`src/rtl/instr_decode_defines.vh`:
```
// Opcode field positions, group codes, pointer modes and cycle counts for the instruction decoder.
// Assumes inclusion by the decoder module only.
`ifndef INSTR_DECODE_DEFINES_VH
`define INSTR_DECODE_DEFINES_VH

`define IW_WIDTH        14
`define IW_GROUP_HI     13
`define IW_GROUP_LO     12
`define IW_OP_HI        11
`define IW_OP_LO        8
`define IW_DEST_BIT     7
`define IW_FILE_HI      6
`define IW_FILE_LO      0
`define IW_BIT_HI       9
`define IW_BIT_LO       7
`define IW_BITOP_HI     11
`define IW_BITOP_LO     10
`define IW_PTR_BIT      2
`define IW_MODE_HI      1
`define IW_MODE_LO      0

`define GROUP_BYTE      2'h0
`define GROUP_BIT       2'h1
`define GROUP_JUMP      2'h2
`define GROUP_LIT       2'h3

`define CLASS_BYTE      2'h0
`define CLASS_BIT       2'h1
`define CLASS_LITCTL    2'h2

`define MODE_PRE_INC    2'h0
`define MODE_PRE_DEC    2'h1
`define MODE_POST_INC   2'h2
`define MODE_POST_DEC   2'h3

`define OP_RETURN_LIT   4'h4

`define INDIRECT_ADDR0  7'h00
`define INDIRECT_ADDR1  7'h01

`define OSC_PER_CYCLE   3'h4
`define PHASE_LAST      2'h3

`endif

```
`src/rtl/instruction_cycle_decode.v`:
```
// Instruction decode and cycle timing for an 8-bit core with 14-bit instruction words.
// Assumes the word is presented on instr_in by the fetch logic, held stable over an
// instruction cycle, and sampled at the last oscillator phase of that cycle.
`timescale 1ns/1ps
`default_nettype none
`include "instr_decode_defines.vh"

module instruction_cycle_decode #(
    parameter IW = 14
) (
    input  wire          clk_in,             // Oscillator clock, 40 MHz.
    input  wire          reset_n_in,         // Asynchronous reset, active low.
    input  wire [IW-1:0] instr_in,           // Fetched instruction word.
    input  wire          skip_true_in,       // Skip condition of the current instruction holds.
    input  wire          ptr0_msb_in,        // Pointer 0 addresses program memory.
    input  wire          ptr1_msb_in,        // Pointer 1 addresses program memory.
    output reg  [1:0]    phase_out,          // Oscillator phase within the instruction cycle.
    output reg           cycle_end_out,      // Pulse on the last phase of every instruction cycle.
    output reg           fetch_out,          // Pulse: a new instruction word is taken.
    output reg           flush_out,          // Level: current cycle executes as no_operation.
    output reg  [1:0]    class_out,          // Instruction class of the word taken.
    output reg  [6:0]    file_addr_out,      // File address operand.
    output reg  [2:0]    bit_sel_out,        // Bit number operand.
    output reg  [10:0]   literal_out,        // Literal operand, low 11 bits of the word as taken.
    output reg           file_read_out,      // File register read is performed.
    output reg           file_write_out,     // Result stored to the file register.
    output reg           acc_write_out,      // Result stored to the accumulator.
    output reg           ptr_sel_out,        // Selected indirect pointer pair.
    output reg  [1:0]    ptr_mode_out,       // Pointer update mode of indirect moves.
    output reg           ptr_move_out,       // Instruction is an indirect move.
    output reg  [2:0]    flag_we_out,        // Write enables for carry, digit carry, zero.
    output reg  [1:0]    cycles_out          // Instruction cycles this instruction takes.
);

    reg  [1:0] phase_r;
    reg  [1:0] extra_r;

    // File operations that live in the upper opcode group (shifts, carry add, borrow subtract).
    function is_file_lit;
        input [1:0] g;
        input [3:0] op;
        begin
            is_file_lit = (g == `GROUP_LIT) &&
                          ((op == 4'h5) || (op == 4'h6) || (op == 4'h7) || (op == 4'hb) || (op == 4'hd));
        end
    endfunction

    // Literal and control words that leave their result in the accumulator.
    function writes_acc_lit;
        input [3:0] op;
        begin
            case (op)
                4'h0, `OP_RETURN_LIT, 4'h8, 4'h9, 4'ha, 4'hc, 4'he: writes_acc_lit = 1'b1;
                default: writes_acc_lit = 1'b0;
            endcase
        end
    endfunction

    // Cycle count for a word: base one, two for flow changes, plus one indirect penalty.
    function [1:0] cycles_of;
        input [IW-1:0] w;
        input          skip;
        input          p0;
        input          p1;
        reg            flow;
        reg            ind;
        begin
            flow = 1'b0;
            ind  = 1'b0;
            case (w[`IW_GROUP_HI:`IW_GROUP_LO])
                `GROUP_JUMP: flow = 1'b1;
                `GROUP_LIT: flow = (w[11:9] == 3'h1) ||
                                   (w[11:8] == `OP_RETURN_LIT);
                `GROUP_BIT: flow = w[11] & skip;
                default: begin
                    flow = ((w[11:8] == 4'hb) || (w[11:8] == 4'hf)) & skip;
                    if (w[11:4] == 8'h00) begin
                        // Returns, indirect call and branch by accumulator.
                        flow = (w[3:0] == 4'h8) || (w[3:0] == 4'h9) ||
                               (w[3:0] == 4'ha) || (w[3:0] == 4'hb);
                    end
                end
            endcase
            if ((w[`IW_GROUP_HI] == 1'b0 && (w[11:4] != 8'h00 || w[3] == 1'b0)) ||
                is_file_lit(w[`IW_GROUP_HI:`IW_GROUP_LO], w[11:8])) begin
                if (w[`IW_FILE_HI:`IW_FILE_LO] == `INDIRECT_ADDR0) ind = p0;
                if (w[`IW_FILE_HI:`IW_FILE_LO] == `INDIRECT_ADDR1) ind = p1;
            end
            cycles_of = 2'h1 + {1'b0, flow} + {1'b0, ind};
        end
    endfunction

    wire [1:0] grp      = instr_in[`IW_GROUP_HI:`IW_GROUP_LO];
    wire       at_end   = (phase_r == `PHASE_LAST);
    wire       take     = at_end && (extra_r == 2'h0);
    wire [1:0] cyc_nxt  = cycles_of(instr_in, skip_true_in, ptr0_msb_in, ptr1_msb_in);
    wire       is_move  = (grp == `GROUP_BYTE) && (instr_in[11:4] == 8'h01);
    // The store-from-accumulator word has opcode nibble zero but still writes its file operand.
    wire       byte_wr  = (grp == `GROUP_BYTE) &&
                          ((instr_in[11:8] != 4'h0) || instr_in[`IW_DEST_BIT]);
    wire       lit_file = is_file_lit(grp, instr_in[11:8]);

    always @(posedge clk_in or negedge reset_n_in) begin
        if (!reset_n_in) begin
            phase_r        <= 2'h0;
            extra_r        <= 2'h0;
            phase_out      <= 2'h0;
            cycle_end_out  <= 1'b0;
            fetch_out      <= 1'b0;
            flush_out      <= 1'b0;
            class_out      <= `CLASS_BYTE;
            file_addr_out  <= 7'h00;
            bit_sel_out    <= 3'h0;
            literal_out    <= 11'h000;
            file_read_out  <= 1'b0;
            file_write_out <= 1'b0;
            acc_write_out  <= 1'b0;
            ptr_sel_out    <= 1'b0;
            ptr_mode_out   <= `MODE_PRE_INC;
            ptr_move_out   <= 1'b0;
            flag_we_out    <= 3'h0;
            cycles_out     <= 2'h1;
        end else begin
            phase_r       <= phase_r + 2'h1;
            phase_out     <= phase_r + 2'h1;
            cycle_end_out <= (phase_r == 2'h2);
            fetch_out     <= take;
            if (at_end && extra_r != 2'h0) begin
                extra_r        <= extra_r - 2'h1;
                flush_out      <= 1'b1;
                file_read_out  <= 1'b0;
                file_write_out <= 1'b0;
                acc_write_out  <= 1'b0;
                flag_we_out    <= 3'h0;
                ptr_move_out   <= 1'b0;
            end else if (take) begin
                extra_r        <= cyc_nxt - 2'h1;
                cycles_out     <= cyc_nxt;
                flush_out      <= 1'b0;
                file_addr_out  <= instr_in[`IW_FILE_HI:`IW_FILE_LO];
                bit_sel_out    <= instr_in[`IW_BIT_HI:`IW_BIT_LO];
                literal_out    <= instr_in[10:0];
                ptr_sel_out    <= instr_in[`IW_PTR_BIT];
                ptr_mode_out   <= instr_in[`IW_MODE_HI:`IW_MODE_LO];
                ptr_move_out   <= is_move;
                // Register index bits above the field and don't-care bits never gate decode.
                case (grp)
                    `GROUP_BYTE: begin
                        class_out      <= `CLASS_BYTE;
                        file_read_out  <= byte_wr;
                        file_write_out <= byte_wr && instr_in[`IW_DEST_BIT];
                        acc_write_out  <= byte_wr && !instr_in[`IW_DEST_BIT];
                        case (instr_in[11:8])
                            4'h2, 4'h7: flag_we_out <= 3'h7;
                            4'hd, 4'hc: flag_we_out <= 3'h4;
                            4'h1, 4'h3, 4'h4, 4'h5, 4'h6, 4'h8, 4'h9, 4'ha, 4'he:
                                flag_we_out <= 3'h1;
                            default: flag_we_out <= 3'h0;
                        endcase
                    end
                    `GROUP_BIT: begin
                        class_out      <= `CLASS_BIT;
                        file_read_out  <= 1'b1;
                        file_write_out <= !instr_in[11];
                        acc_write_out  <= 1'b0;
                        flag_we_out    <= 3'h0;
                    end
                    `GROUP_JUMP: begin
                        class_out      <= `CLASS_LITCTL;
                        file_read_out  <= 1'b0;
                        file_write_out <= 1'b0;
                        acc_write_out  <= 1'b0;
                        flag_we_out    <= 3'h0;
                    end
                    default: begin
                        class_out      <= lit_file ? `CLASS_BYTE : `CLASS_LITCTL;
                        file_read_out  <= lit_file;
                        file_write_out <= lit_file && instr_in[`IW_DEST_BIT];
                        acc_write_out  <= lit_file ? !instr_in[`IW_DEST_BIT]
                                                   : writes_acc_lit(instr_in[11:8]);
                        case (instr_in[11:8])
                            4'he, 4'hf, 4'hc, 4'hd, 4'hb: flag_we_out <= 3'h7;
                            4'h5, 4'h6, 4'h7: flag_we_out <= 3'h5;
                            4'h8, 4'h9, 4'ha: flag_we_out <= 3'h1;
                            default: flag_we_out <= 3'h0;
                        endcase
                    end
                endcase
            end
        end
    end

endmodule

`default_nettype wire

```
`config.mk`:
```
export PLATFORM = sky130hd
export DESIGN_NAME = instruction_cycle_decode
export DESIGN_NICKNAME = d
export VERILOG_FILES = /design/src/rtl/instruction_cycle_decode.v
export VERILOG_INCLUDE_DIRS = /design/src /design/src/rtl
export SDC_FILE = /design/constraint.sdc
export NUM_CORES = 1
export LEC_CHECK = 0
export BUFFER_PORTS_ARGS = -buffer_cell sky130_fd_sc_hd__buf_2
export CAP_MARGIN = 20
export CORE_MARGIN = 3
export CORE_UTILIZATION = 45
export CTS_BUF_LIST = sky130_fd_sc_hd__clkbuf_4
export DETAILED_ROUTE_END_ITERATION = 10
export PLACE_DENSITY = 0.73
export SLEW_MARGIN = 40
export SYNTH_ARGS = -nofsm -noshare
export SYNTH_HDL_FRONTEND = slang
export SYNTH_SLANG_ARGS = --single-unit
```
`constraint.sdc`:
```
create_clock -name clk_in -period 1.7 [get_ports clk_in]
set_input_delay 0.255 -clock clk_in [delete_from_list [all_inputs] [get_ports clk_in]]
set_output_delay 0.255 -clock clk_in [all_outputs]
set_load 0.02 [all_outputs]
```
**Yosys cells after proc, flatten, opt, wreduce, memory -nomap -nowiden**

Memory sizes are Yosys's and may differ from the RTL's.
Index checks and enable logic that the tools add are counted.
W data, S select, Z words.

- Add/sub/neg operators: 5
- Eq/ne operators: 24
- Mux-type cells: 27
- Bitwise operators: 5
- Reductions and logical operators: 35

Operators by type and width:

| operator | number |
|---|---|
| $eq A4 B4 Y1 const B | 12 |
| $eq A4 B3 Y1 const B | 4 |
| $mux W1 | 16 |
| $logic_or A1 B1 Y1 | 12 |
| $logic_and A1 B1 Y1 | 9 |
| $pmux W1 S3 | 3 |
| $eq A2 B2 Y1 const B | 4 |
| $eq A8 B1 Y1 const B | 1 |
| $logic_not A8 Y1 | 1 |
| $reduce_bool A8 Y1 | 1 |
| $eq A7 B1 Y1 const B | 1 |
| $logic_not A7 Y1 | 1 |
| $reduce_or A7 Y1 | 1 |
| $mux W2 | 3 |
| $mux W3 | 2 |
| $pmux W2 S3 | 1 |
| $pmux W3 S2 | 1 |
| $logic_not A2 Y1 | 2 |
| $logic_not A4 Y1 | 1 |
| $reduce_bool A2 Y1 | 2 |
| $reduce_bool A4 Y1 | 1 |
| $sub A2 B1 Y2 const B | 2 |
| $eq A3 B1 Y1 const B | 1 |
| $not A1 Y1 | 3 |
| 9 further kinds | 11 |

- Bits in registers: 42
- ROM bits: 96
- Bits of input ports: 19
- Output and inout bits: 40
- Logic and storage cells: 115
- Memories kept: 2

Memories:

| memory | depth | width | read ports | clocked after memory_dff | wr ports | line | text |
|---|---|---|---|---|---|---|---|
| (name not given) | 16 | 3 | 1 | 0 | 0 | instruction_cycle_decode.v:153 | `case (instr_in[11:8])` |
| (name not given) | 16 | 3 | 1 | 0 | 0 | instruction_cycle_decode.v:181 | `case (instr_in[11:8])` |

**Depth between registers and ports, before layout**

Gate-level depths: netlist of the first run.

- Depth after elaboration: 12
- Depth in mapped cells: 8
- Depth with buffers taken out: 7

**Worst setup path before layout of the first run**

No wires, ideal clock.

- Path type: input-to-reg
- Start point: input instr_in[8]
- End point: register extra_r[1]
- Setup time: 0.083 ns
- Arrival time: 1.588 ns
- Required time: 1.617 ns
- Path slack: 0.030 ns
- Cell stages on the path: 8
- Path buffers: 1
- Path through: buf_6 nor2_4 nand3b_1 o311ai_0 o21ai_0 ha_1 xor2_1 o21ai_0

- Cells in the longest elaborated chain, start to end: 12
- Elaborated cells between the ends (all ways): 28
- Those cells by class: 3 x add/sub; 7 x eq/ne; 5 x mux; 1 x bitwise; 12 x reduce/logical

Ends and longest elaborated chain:

| item | line | text |
|---|---|---|
| start, declared | instruction_cycle_decode.v:13 | `input wire [IW-1:0] instr_in,` |
| branches (longest 8 deep; another with $add A1 B1 Y2) | -- |  |
| $add A2 B1 Y2 (*) | instruction_cycle_decode.v:89 | `cycles_of = 2'h1 + {1'b0, flow} + {1'b0, ind};` |
| $sub A2 B1 Y2 (*) | instruction_cycle_decode.v:137 | `extra_r <= cyc_nxt - 2'h1;` |
| $mux W2 (*) | instruction_cycle_decode.v:136 | `end else if (take) begin` |
| $mux W2 (*) | instruction_cycle_decode.v:128 | `if (at_end && extra_r != 2'h0) begin` |
| end signal, assigned | instruction_cycle_decode.v:129 | `extra_r <= extra_r - 2'h1;` |
| end signal, assigned | instruction_cycle_decode.v:137 |  |
| end, declared | instruction_cycle_decode.v:36 | `reg [1:0] extra_r;` |

Mark *: on every way between the ends. The select of a mux whose other input is x is not followed.
A chain may end at the register's enable or synchronous reset.

**Final worst setup path of the first run**

- Start point: input instr_in[5]
- End point: register extra_r[1]

- Cells in the longest elaborated chain, start to end: 9
- Elaborated cells between the ends (all ways): 17
- Those cells by class: 3 x add/sub; 1 x eq/ne; 7 x mux; 6 x reduce/logical

Ends and longest elaborated chain:

| item | line |
|---|---|
| branches (longest 5 deep; another with $add A1 B1 Y2) | -- |
| $add A2 B1 Y2 (*) | instruction_cycle_decode.v:89 |
| $sub A2 B1 Y2 (*) | instruction_cycle_decode.v:137 |
| $mux W2 (*) | instruction_cycle_decode.v:136 |
| $mux W2 (*) | instruction_cycle_decode.v:128 |

Marked as above.

==> metrics.md, run 1 <==
| Metric | Value |
|---|---|
| Status | complete, no violations |
| RSZ-0062 raised after global routing | false |
| Post-CTS sizing | 0 |
| Initial Util | 48.38% |
| Via density | 4.984 |
| Ys async rst share | 100.0% |
| Root buffer cell | clkbuf_4 |
| Mapped cell area | 1665 sq um |
| Final Core Density | 62.63% |
| Grt ovf | 0 |
| Final Net Count | 289 |
| Maximum clock insertion buffer count | 2 |
| Arrival time at the worst endpoint | 1760 ps |
| Overall power | 0.002707 W |
| Worst-path cell chain | buf_2 -> nor3_1 -> nand2_1 -> o311ai_0 -> o21ai_0 -> ha_1 -> xor2_1 -> o21ai_0 |
| Reg-to-Reg End | file_write_out |
| Hold depth | 3 |
| Post-DP HPWL | 3.153 mm |
| Worst path most repeated cell | o21ai_0 |
| Post-Synth XOR/XNOR Area | 0.5259% |
| Slew margin rel. | 57.86% |
| Max VDD drop | 0.6421 mV |
| Routed wire length | 4.028 mm |
| DP Worst Slack | -165.8 ps |
| Antenna-violating nets left | 0 |
| Max-cap check violation count | 0 |
| Finish-stage setup viols | 0 |
| Vias in the first global route | 1,462 |
| WHS | 145.8 ps |
| Peak Freq | 0.6556 GHz |
| Non-filler instance count after layout | 309 |
| Largest net degree at the start of global routing | 30 |
| Hold Startpoint | instr_in[1] |
| Largest family of logic cells by synthesized area | simple AND/OR/NAND/NOR gates |
| Sink Count | 29 |
| Skew-Pair Late Insertion Delay | 310 ps |
| P_int | 0.001532 W |
| Antenna diodes | 0 |
| CTS tree | yes |
| Syn Area/Cell | 8.953 sq um |
| Total track usage | 20.15% |
| Sw frac | 43.42% |
| Min-Delay Endpoint | file_addr_out[1] |
| Fin crit share | 89.72% |
| Drt wl/cell | 13.04 um |
| Residual DRC | 0 |
| Worst slew pin tran | 632.1 ps |
| Largest area contributor in the netlist | dfrtp_1 |
| Die area | 4467 sq um |
| Fill cells | 319 |
| Via Count | 1,540 |
| Drt pass-1 iters | 4 |
| Clock share of power | 15.0% |
| TritonCTS buffer count | 5 |
| Worst path slowest cell | ha_1 |
| Core Footprint | 3442 sq um |
| Initial antenna violation count | 0 |
| Worst setup SP type | primary input |
| Initial detailed-routing violation count | 114 |
| Adder-Cell Fraction of Synth Area | 6.011% |
| Layout cells sized above 1 | 39.16% |
| Worst hold-check path type | primary input to flop |
| CTS H-tree depth | 2 |
| PD cells | 1256 nW/um^2 |
| Sequential Power Share | 39.6% |
| Die height | 66.84 um |
| Area grow syn2layout | 29.45% |
| Cell Count Post-Placement | 300 |
| CTS Hold Bufs | 1 |
| Synth Area in Compound Gates | 15.85% |
| Post-synthesis mux area share | 1.277% |
| Row count | 21 |
| Hold Fails Final Rpt | 0 |
| Die width | 66.84 um |
| PortBufs | 58 |
| Yosys reg bits | 29 |
| Required time of the critical path | 1930 ps |
| Clk slew on worst S/H paths | 90 ps |
| First-pass GRT wire length | 6.720 mm |
| Top post-synthesis cells by area | dfrtp_1, nand2_1, buf_4, ha_1, o21ai_0 |
| Max incr delay on CP | 330 ps |
| Most common cell in the synthesized netlist | nand2_1 |
| Critical path class | primary input to flop |
| Switching component of the power | 0.001175 W |
| Min Tclk post-route | 1525 ps |
| Synthesized net count | 213 |
| Cell family with most CP delay | compound AO/OA/AOI/OAI gates |
| RR Startpoint | phase_r[0] |
| GP Congestion | 0.8840 |
| Clock Skew | 0.7669 ps |
| Post-synthesis sequential area ratio | 43.65% |
| Cell variety after synth | 45 |
| Combinational Power Share | 45.4% |
| Leak pwr | 1.157 nW |
| CP endpoint kind | flop |
| Warnings from Yosys | 0 |
| Number of flops mapped to enable cells by yosys | 0 |
| Main synth FF type | dfrtp_1 |
| Post-synthesis simple-gate area fraction | 20.21% |
| Setup Buffers After CTS | 0 |
| Worst R2R Setup Slack | 200 ps |
| Post-Synthesis Cells | 186 |
| Commonest cells post-synth | nand2_1, dfrtp_1, buf_4 |
| CP Max Fanout | 3 |
| Setup ws final | 174.8 ps |
| Worst Reg2Reg Path Length in Cells | 5 |
| Synth top area share | 42.07% |
| Ports | 59 |
| Buf/Inv on CP | 1 |
| Final Max Slew Viols | 0 |
-- power groups by stage --
stage	Sequential [W]	Clock, W	Combinational [W]
4_1_cts	0.00108	0.000424	0.00125
5_1_grt	0.00111	0.000454	0.00135
3_5_place_dp	0.00109	0	0.00124
2_1_floorplan	0.00135	0	0.000667
3_3_place_gp	0.00108	0	0.00122
6_report	0.00107	0.000407	0.00123
-- through the flow --
stage          area, sq um  TNS (ps)
2_1_floorplan         1665         0
3_3_place_gp          2091    -222.6
3_5_place_dp          2091    -326.9
4_1_cts               2156         0
5_1_grt               2156         0
6_report              2156         0
-- sequential cells by signal, summed over array words and instances, names as in the netlist --
| signal | count |
|---|---|
| literal_out | 3 |
| class_out | 2 |
| extra_r | 2 |
| acc_write_out | 1 |
| file_read_out | 1 |
| flag_we_out | 3 |
| flush_out | 1 |
| phase_r | 2 |
| bit_sel_out | 2 |
| cycles_out | 2 |
| file_write_out | 1 |
| ptr_move_out | 1 |
| fetch_out | 1 |
| cycle_end_out | 1 |
| file_addr_out | 6 |
-- how the worst max path moves through the flow --
stage           startpoint          to  depth (start not counted)
4_1_cts        instr_in[5]  extra_r[1]                          8
5_1_grt        instr_in[4]  extra_r[1]                          8
3_3_place_gp   instr_in[5]  extra_r[1]                          8
6_report       instr_in[5]  extra_r[1]                          8
2_1_floorplan  instr_in[8]  extra_r[1]                          8
3_5_place_dp   instr_in[5]  extra_r[1]                          8
-- layout make-up --
class	instances	area [sq um]	share of cell area (%)
clock buffers	6	45.04	2.089
clock inverters	2	10.01	0.4643
inverters	12	45.04	2.089
multi-input cells	123	730.7	33.89
flip-flops and latches	29	726.9	33.72
well taps	46	57.56	2.670
repair buffers	91	540.5	25.07
-- cells in the final DEF (no fill, tap or decap), types with 3 or more instances in the layout --
cell	instances
o21ai_0	11
inv_1	11
ha_1	8
buf_2	58
buf_4	32
nand2b_1	3
nor3_1	3
dfrtp_1	28
a21oi_1	6
nand2_1	46
nor2_1	6
nand3b_1	4
clkbuf_4	6
a31oi_1	3
-- logic make-up after synthesis --
kind of cell | after synthesis
AND/OR/NAND/NOR | 73
AO/OA/AOI/OAI | 39
buffers and inverters | 34
flip-flops | 29
adder cells (fa/ha/maj) | 8
multiplexers | 2
XOR/XNOR | 1
-- tightest hold or removal path: cells and delay by family --
kind / cells / cell delay, ps
buffers and inverters: 1 / 90
AND/OR/NAND/NOR: 2 / 80
-- metal layers --
metal | GRT usage, % | wire [um] | vias to the layer above
li1 | - | - | 771
met1 | 26.43 | 1811 | 724
met2 | 32.30 | 1981 | 41
met3 | 4.384 | 203 | 4
met4 | 7.614 | 31 | 0
met5 | 0 | 0 | -
Power figures use the tool's default switching activity.
==> run 2, diff against run 1 <==
ABC_AREA = 1   (was unset)
PLACE_DENSITY = 0.74   (was 0.73)
==> metrics.md, run 2 <==
| Metric | Value |
|---|---|
| Total track usage | 18.50% (was 20.15%) |
| Initial antenna violation count | 0 (unchanged) |
| Worst hold-check path type | primary input to flop (unchanged) |
| CTS H-tree depth | 2 (unchanged) |
| Yosys reg bits | 29 (unchanged) |
| Mapped cell area | 1610 sq um (was 1665 sq um) |
| Biggest register | file_addr_out (unchanged) |
| DP Worst Slack | -135.5 ps (was -165.8 ps) |
| Antenna-violating nets left | 0 (unchanged) |
| Post-synthesis simple-gate area fraction | 25.64% (was 20.21%) |
| Required time of the critical path | 1950 ps (was 1930 ps) |
| Post-Synth XOR/XNOR Area | 0.5439% (was 0.5259%) |
| Largest regs | file_addr_out: 6 flops, flag_we_out: 3 flops, literal_out: 3 flops (unchanged) |
| Ys async rst share | 100.0% (unchanged) |
| Residual DRC | 0 (unchanged) |
| Antenna diodes | 0 (unchanged) |
| Peak Freq | 0.6673 GHz (was 0.6556 GHz) |
| First-pass GRT wire length | 6.106 mm (was 6.720 mm) |
| Synthesized net count | 231 (was 213) |
| Final Net Count | 298 (was 289) |
| Row count | 21 (unchanged) |
| PD cells | 1329 nW/um^2 (was 1256 nW/um^2) |
| Maximum clock insertion buffer count | 2 (unchanged) |
| GP Congestion | 0.8531 (was 0.8840) |
| RSZ-0062 raised after global routing | false (unchanged) |
| Non-filler instance count after layout | 318 (was 309) |
| CP endpoint kind | flop (unchanged) |
| Area grow syn2layout | 26.34% (was 29.45%) |
| Skew-Pair Late Insertion Delay | 330 ps (was 310 ps) |
| Initial Util | 47.51% (was 48.38%) |
| Worst-path cell chain | buf_2 -> nor2_1 -> nand2_1 -> nor2_1 -> nand3b_1 -> nor2_1 -> o21ai_0 -> ha_1 -> o21ai_1 -> xor2_1 (was buf_2 -> nor3_1 -> nand2_1 -> o311ai_0 -> o21ai_0 -> ha_1 -> xor2_1 -> o21ai_0) |
| Die area | 4332 sq um (was 4467 sq um) |
| Die height | 65.82 um (was 66.84 um) |
| Most common cell in the synthesized netlist | nand2_1 (unchanged) |
| Via density | 4.739 (was 4.984) |
| Number of flops mapped to enable cells by yosys | 0 (unchanged) |
| Drt wl/cell | 11.87 um (was 13.04 um) |
| Worst R2R Setup Slack | 280 ps (was 200 ps) |
| Setup Buffers After CTS | 0 (unchanged) |
| Syn Area/Cell | 7.894 sq um (was 8.953 sq um) |
| CTS tree | yes (unchanged) |
| Synth top area share | 43.51% (was 42.07%) |
| Final Max Slew Viols | 0 (unchanged) |
| Fin crit share | 88.16% (was 89.72%) |
| Main synth FF type | dfrtp_1 (unchanged) |
| Adder-Cell Fraction of Synth Area | 6.216% (was 6.011%) |
| Post-DP HPWL | 2.931 mm (was 3.153 mm) |
| Buf/Inv on CP | 1 (unchanged) |
| Post-synthesis sequential area ratio | 45.14% (was 43.65%) |
| Post-Synthesis Cells | 204 (was 186) |
| Clock Skew | 8.695 ps (was 0.7669 ps) |
| Largest family of logic cells by synthesized area | simple AND/OR/NAND/NOR gates (unchanged) |
| TritonCTS buffer count | 5 (unchanged) |
| Largest net degree at the start of global routing | 30 (unchanged) |
| Worst slew pin tran | 635.1 ps (was 632.1 ps) |
| Layout cells sized above 1 | 33.09% (was 39.16%) |
| Largest area contributor in the netlist | dfrtp_1 (unchanged) |
| Clk slew on worst S/H paths | 90 ps (about the same) |
| Max-cap check violation count | 0 (unchanged) |
| CP Max Fanout | 4 (was 3) |
| Finish-stage setup viols | 0 (unchanged) |
| Initial detailed-routing violation count | 63 (was 114) |
| Warnings from Yosys | 0 (unchanged) |
| Grt ovf | 0 (unchanged) |
| Cell variety after synth | 23 (was 45) |
| Fin area | 2034 sq um (was 2156 sq um) |
| Max incr delay on CP | 310 ps (was 330 ps) |
| Critical path class | primary input to flop (unchanged) |
| PortBufs | 58 (unchanged) |
| Synth Area in Compound Gates | 9.635% (was 15.85%) |
| Status | complete, no violations (unchanged) |
| Cell family with most CP delay | simple AND/OR/NAND/NOR gates (was compound AO/OA/AOI/OAI gates) |
| Top post-synthesis cells by area | dfrtp_1, nand2_1, ha_1, buf_4, o21ai_0 (was dfrtp_1, nand2_1, buf_4, ha_1, o21ai_0) |
| Ports | 59 (unchanged) |
| Worst setup SP type | primary input (unchanged) |
| Placed cell area | 1969 sq um (was 2091 sq um) |
| Die width | 65.82 um (was 66.84 um) |
| Drt pass-1 iters | 4 (unchanged) |
| Root buffer cell | clkbuf_4 (unchanged) |
| Via Count | 1,507 (was 1,540) |
| Worst path slowest cell | ha_1 (unchanged) |
| Sink Count | 29 (unchanged) |
| Min Tclk post-route | 1499 ps (was 1525 ps) |
| Leak pwr | 1.183 nW (was 1.157 nW) |
| Vias in the first global route | 1,348 (was 1,462) |
| Max VDD drop | 0.5843 mV (was 0.6421 mV) |
| CTS Hold Bufs | 1 (unchanged) |
| Slew margin rel. | 57.66% (was 57.86%) |
| Arrival time at the worst endpoint | 1750 ps (was 1760 ps) |
| Post-CTS sizing | 0 (unchanged) |
| Worst path most repeated cell | nor2_1 (was o21ai_0) |
| Leading cell type in the layout, fill and taps excluded | nand2_1 (was buf_2) |
| Routed wire length | 3.776 mm (was 4.028 mm) |
| Hold Fails Final Rpt | 0 (unchanged) |
| Commonest non-fill, non-tap cells in the layout | nand2_1, buf_2, dfrtp_1 (was buf_2, nand2_1, buf_4) |
| Max reg flops | 6 (unchanged) |
| Core Footprint | 3390 sq um (was 3442 sq um) |
| Post-synthesis mux area share | 0% (was 1.277%) |
| Setup ws final | 201.3 ps (was 174.8 ps) |
| Cell Count Post-Placement | 309 (was 300) |
| Setup TNS Final | 0 ps (unchanged) |
| Commonest cells post-synth | nand2_1, dfrtp_1, inv_1, nor2_1, o21ai_0 (was nand2_1, dfrtp_1, buf_4) |
==> run 2: changes by cell type after synthesis, sizes merged, moves of 2 or more <==
| cell | previous run | this run |
|---|---|---|
| nand2b | 3 | 0 |
| a31oi | 3 | 1 |
| nand3b | 4 | 1 |
| nor2 | 8 | 20 |
| o2111ai | 2 | 0 |
| inv | 12 | 22 |
| o21ai | 12 | 19 |
| nand4b | 2 | 0 |
| nand2 | 46 | 61 |
| o311ai | 2 | 0 |
| nand3 | 1 | 11 |
| a311o | 2 | 0 |
| buf | 21 | 17 |
==> run 2: cell families after synthesis <==
family	Yosys count
simple gates	99
compound gates	28
xor+xnor	1
flops	29
fa+ha+maj	8
buf+inv	39
==> run 2: report_power, final <==
part / switching, W / internal, W / total, W
clock network: 0.000241 / 0.000173 / 0.000415
logic: 0.000780 / 0.000405 / 0.00118
registers: 0.000173 / 0.000932 / 0.00111
total: 0.00119 / 0.00151 / 0.00270
==> run 2: cell type report <==
class                   instances  area [sq um]
fillers                       308          1355
inverters                      22         82.58
multi-input cells             136         676.9
well taps                      46         57.56
flip-flops and latches         29         726.9
clock inverters                 2         10.01
clock buffers                   6         45.04
repair buffers                 77         435.4
==> run 2: path summary, 6_finish.rpt <==
path | start | endpoint | cells past startpoint
min reg2reg | phase_r[0] | phase_r[0] | 1
min | instr_in[4] | file_addr_out[4] | 3
max in group asynchronous | reset_n_in | extra_r[0] | 2
max | instr_in[8] | extra_r[1] | 10
max reg2reg | phase_r[0] | bit_sel_out[1] | 7
min in group asynchronous | reset_n_in | bit_sel_out[0] | 2
==> run 2: metal layers <==
metal,share of wire [%],routed length (um),track usage (%)
met4,0.79,30,6.736
met3,8.3,315,4.082
met5,0,0,0
met1,44,1659,23.66
met2,47,1770,30.54
==> run 2: through the flow <==
step / hold WS (ps) / util (%) / power (W)
2_1_floorplan: -40.59 / - / 0.002028
3_3_place_gp: 309.7 / 58.10 / 0.002286
3_5_place_dp: 315.3 / 58.10 / 0.002317
4_1_cts: 167.1 / 60.02 / 0.002730
5_1_grt: 207.7 / 60.02 / 0.002894
6_report: 170.4 / 60.02 / 0.002705
==> run 2: worst min-delay path, delay by kind of cell <==
family | cells | cell delay [ps]
buffers and inverters | 1 | 90
AND/OR/NAND/NOR | 2 | 120
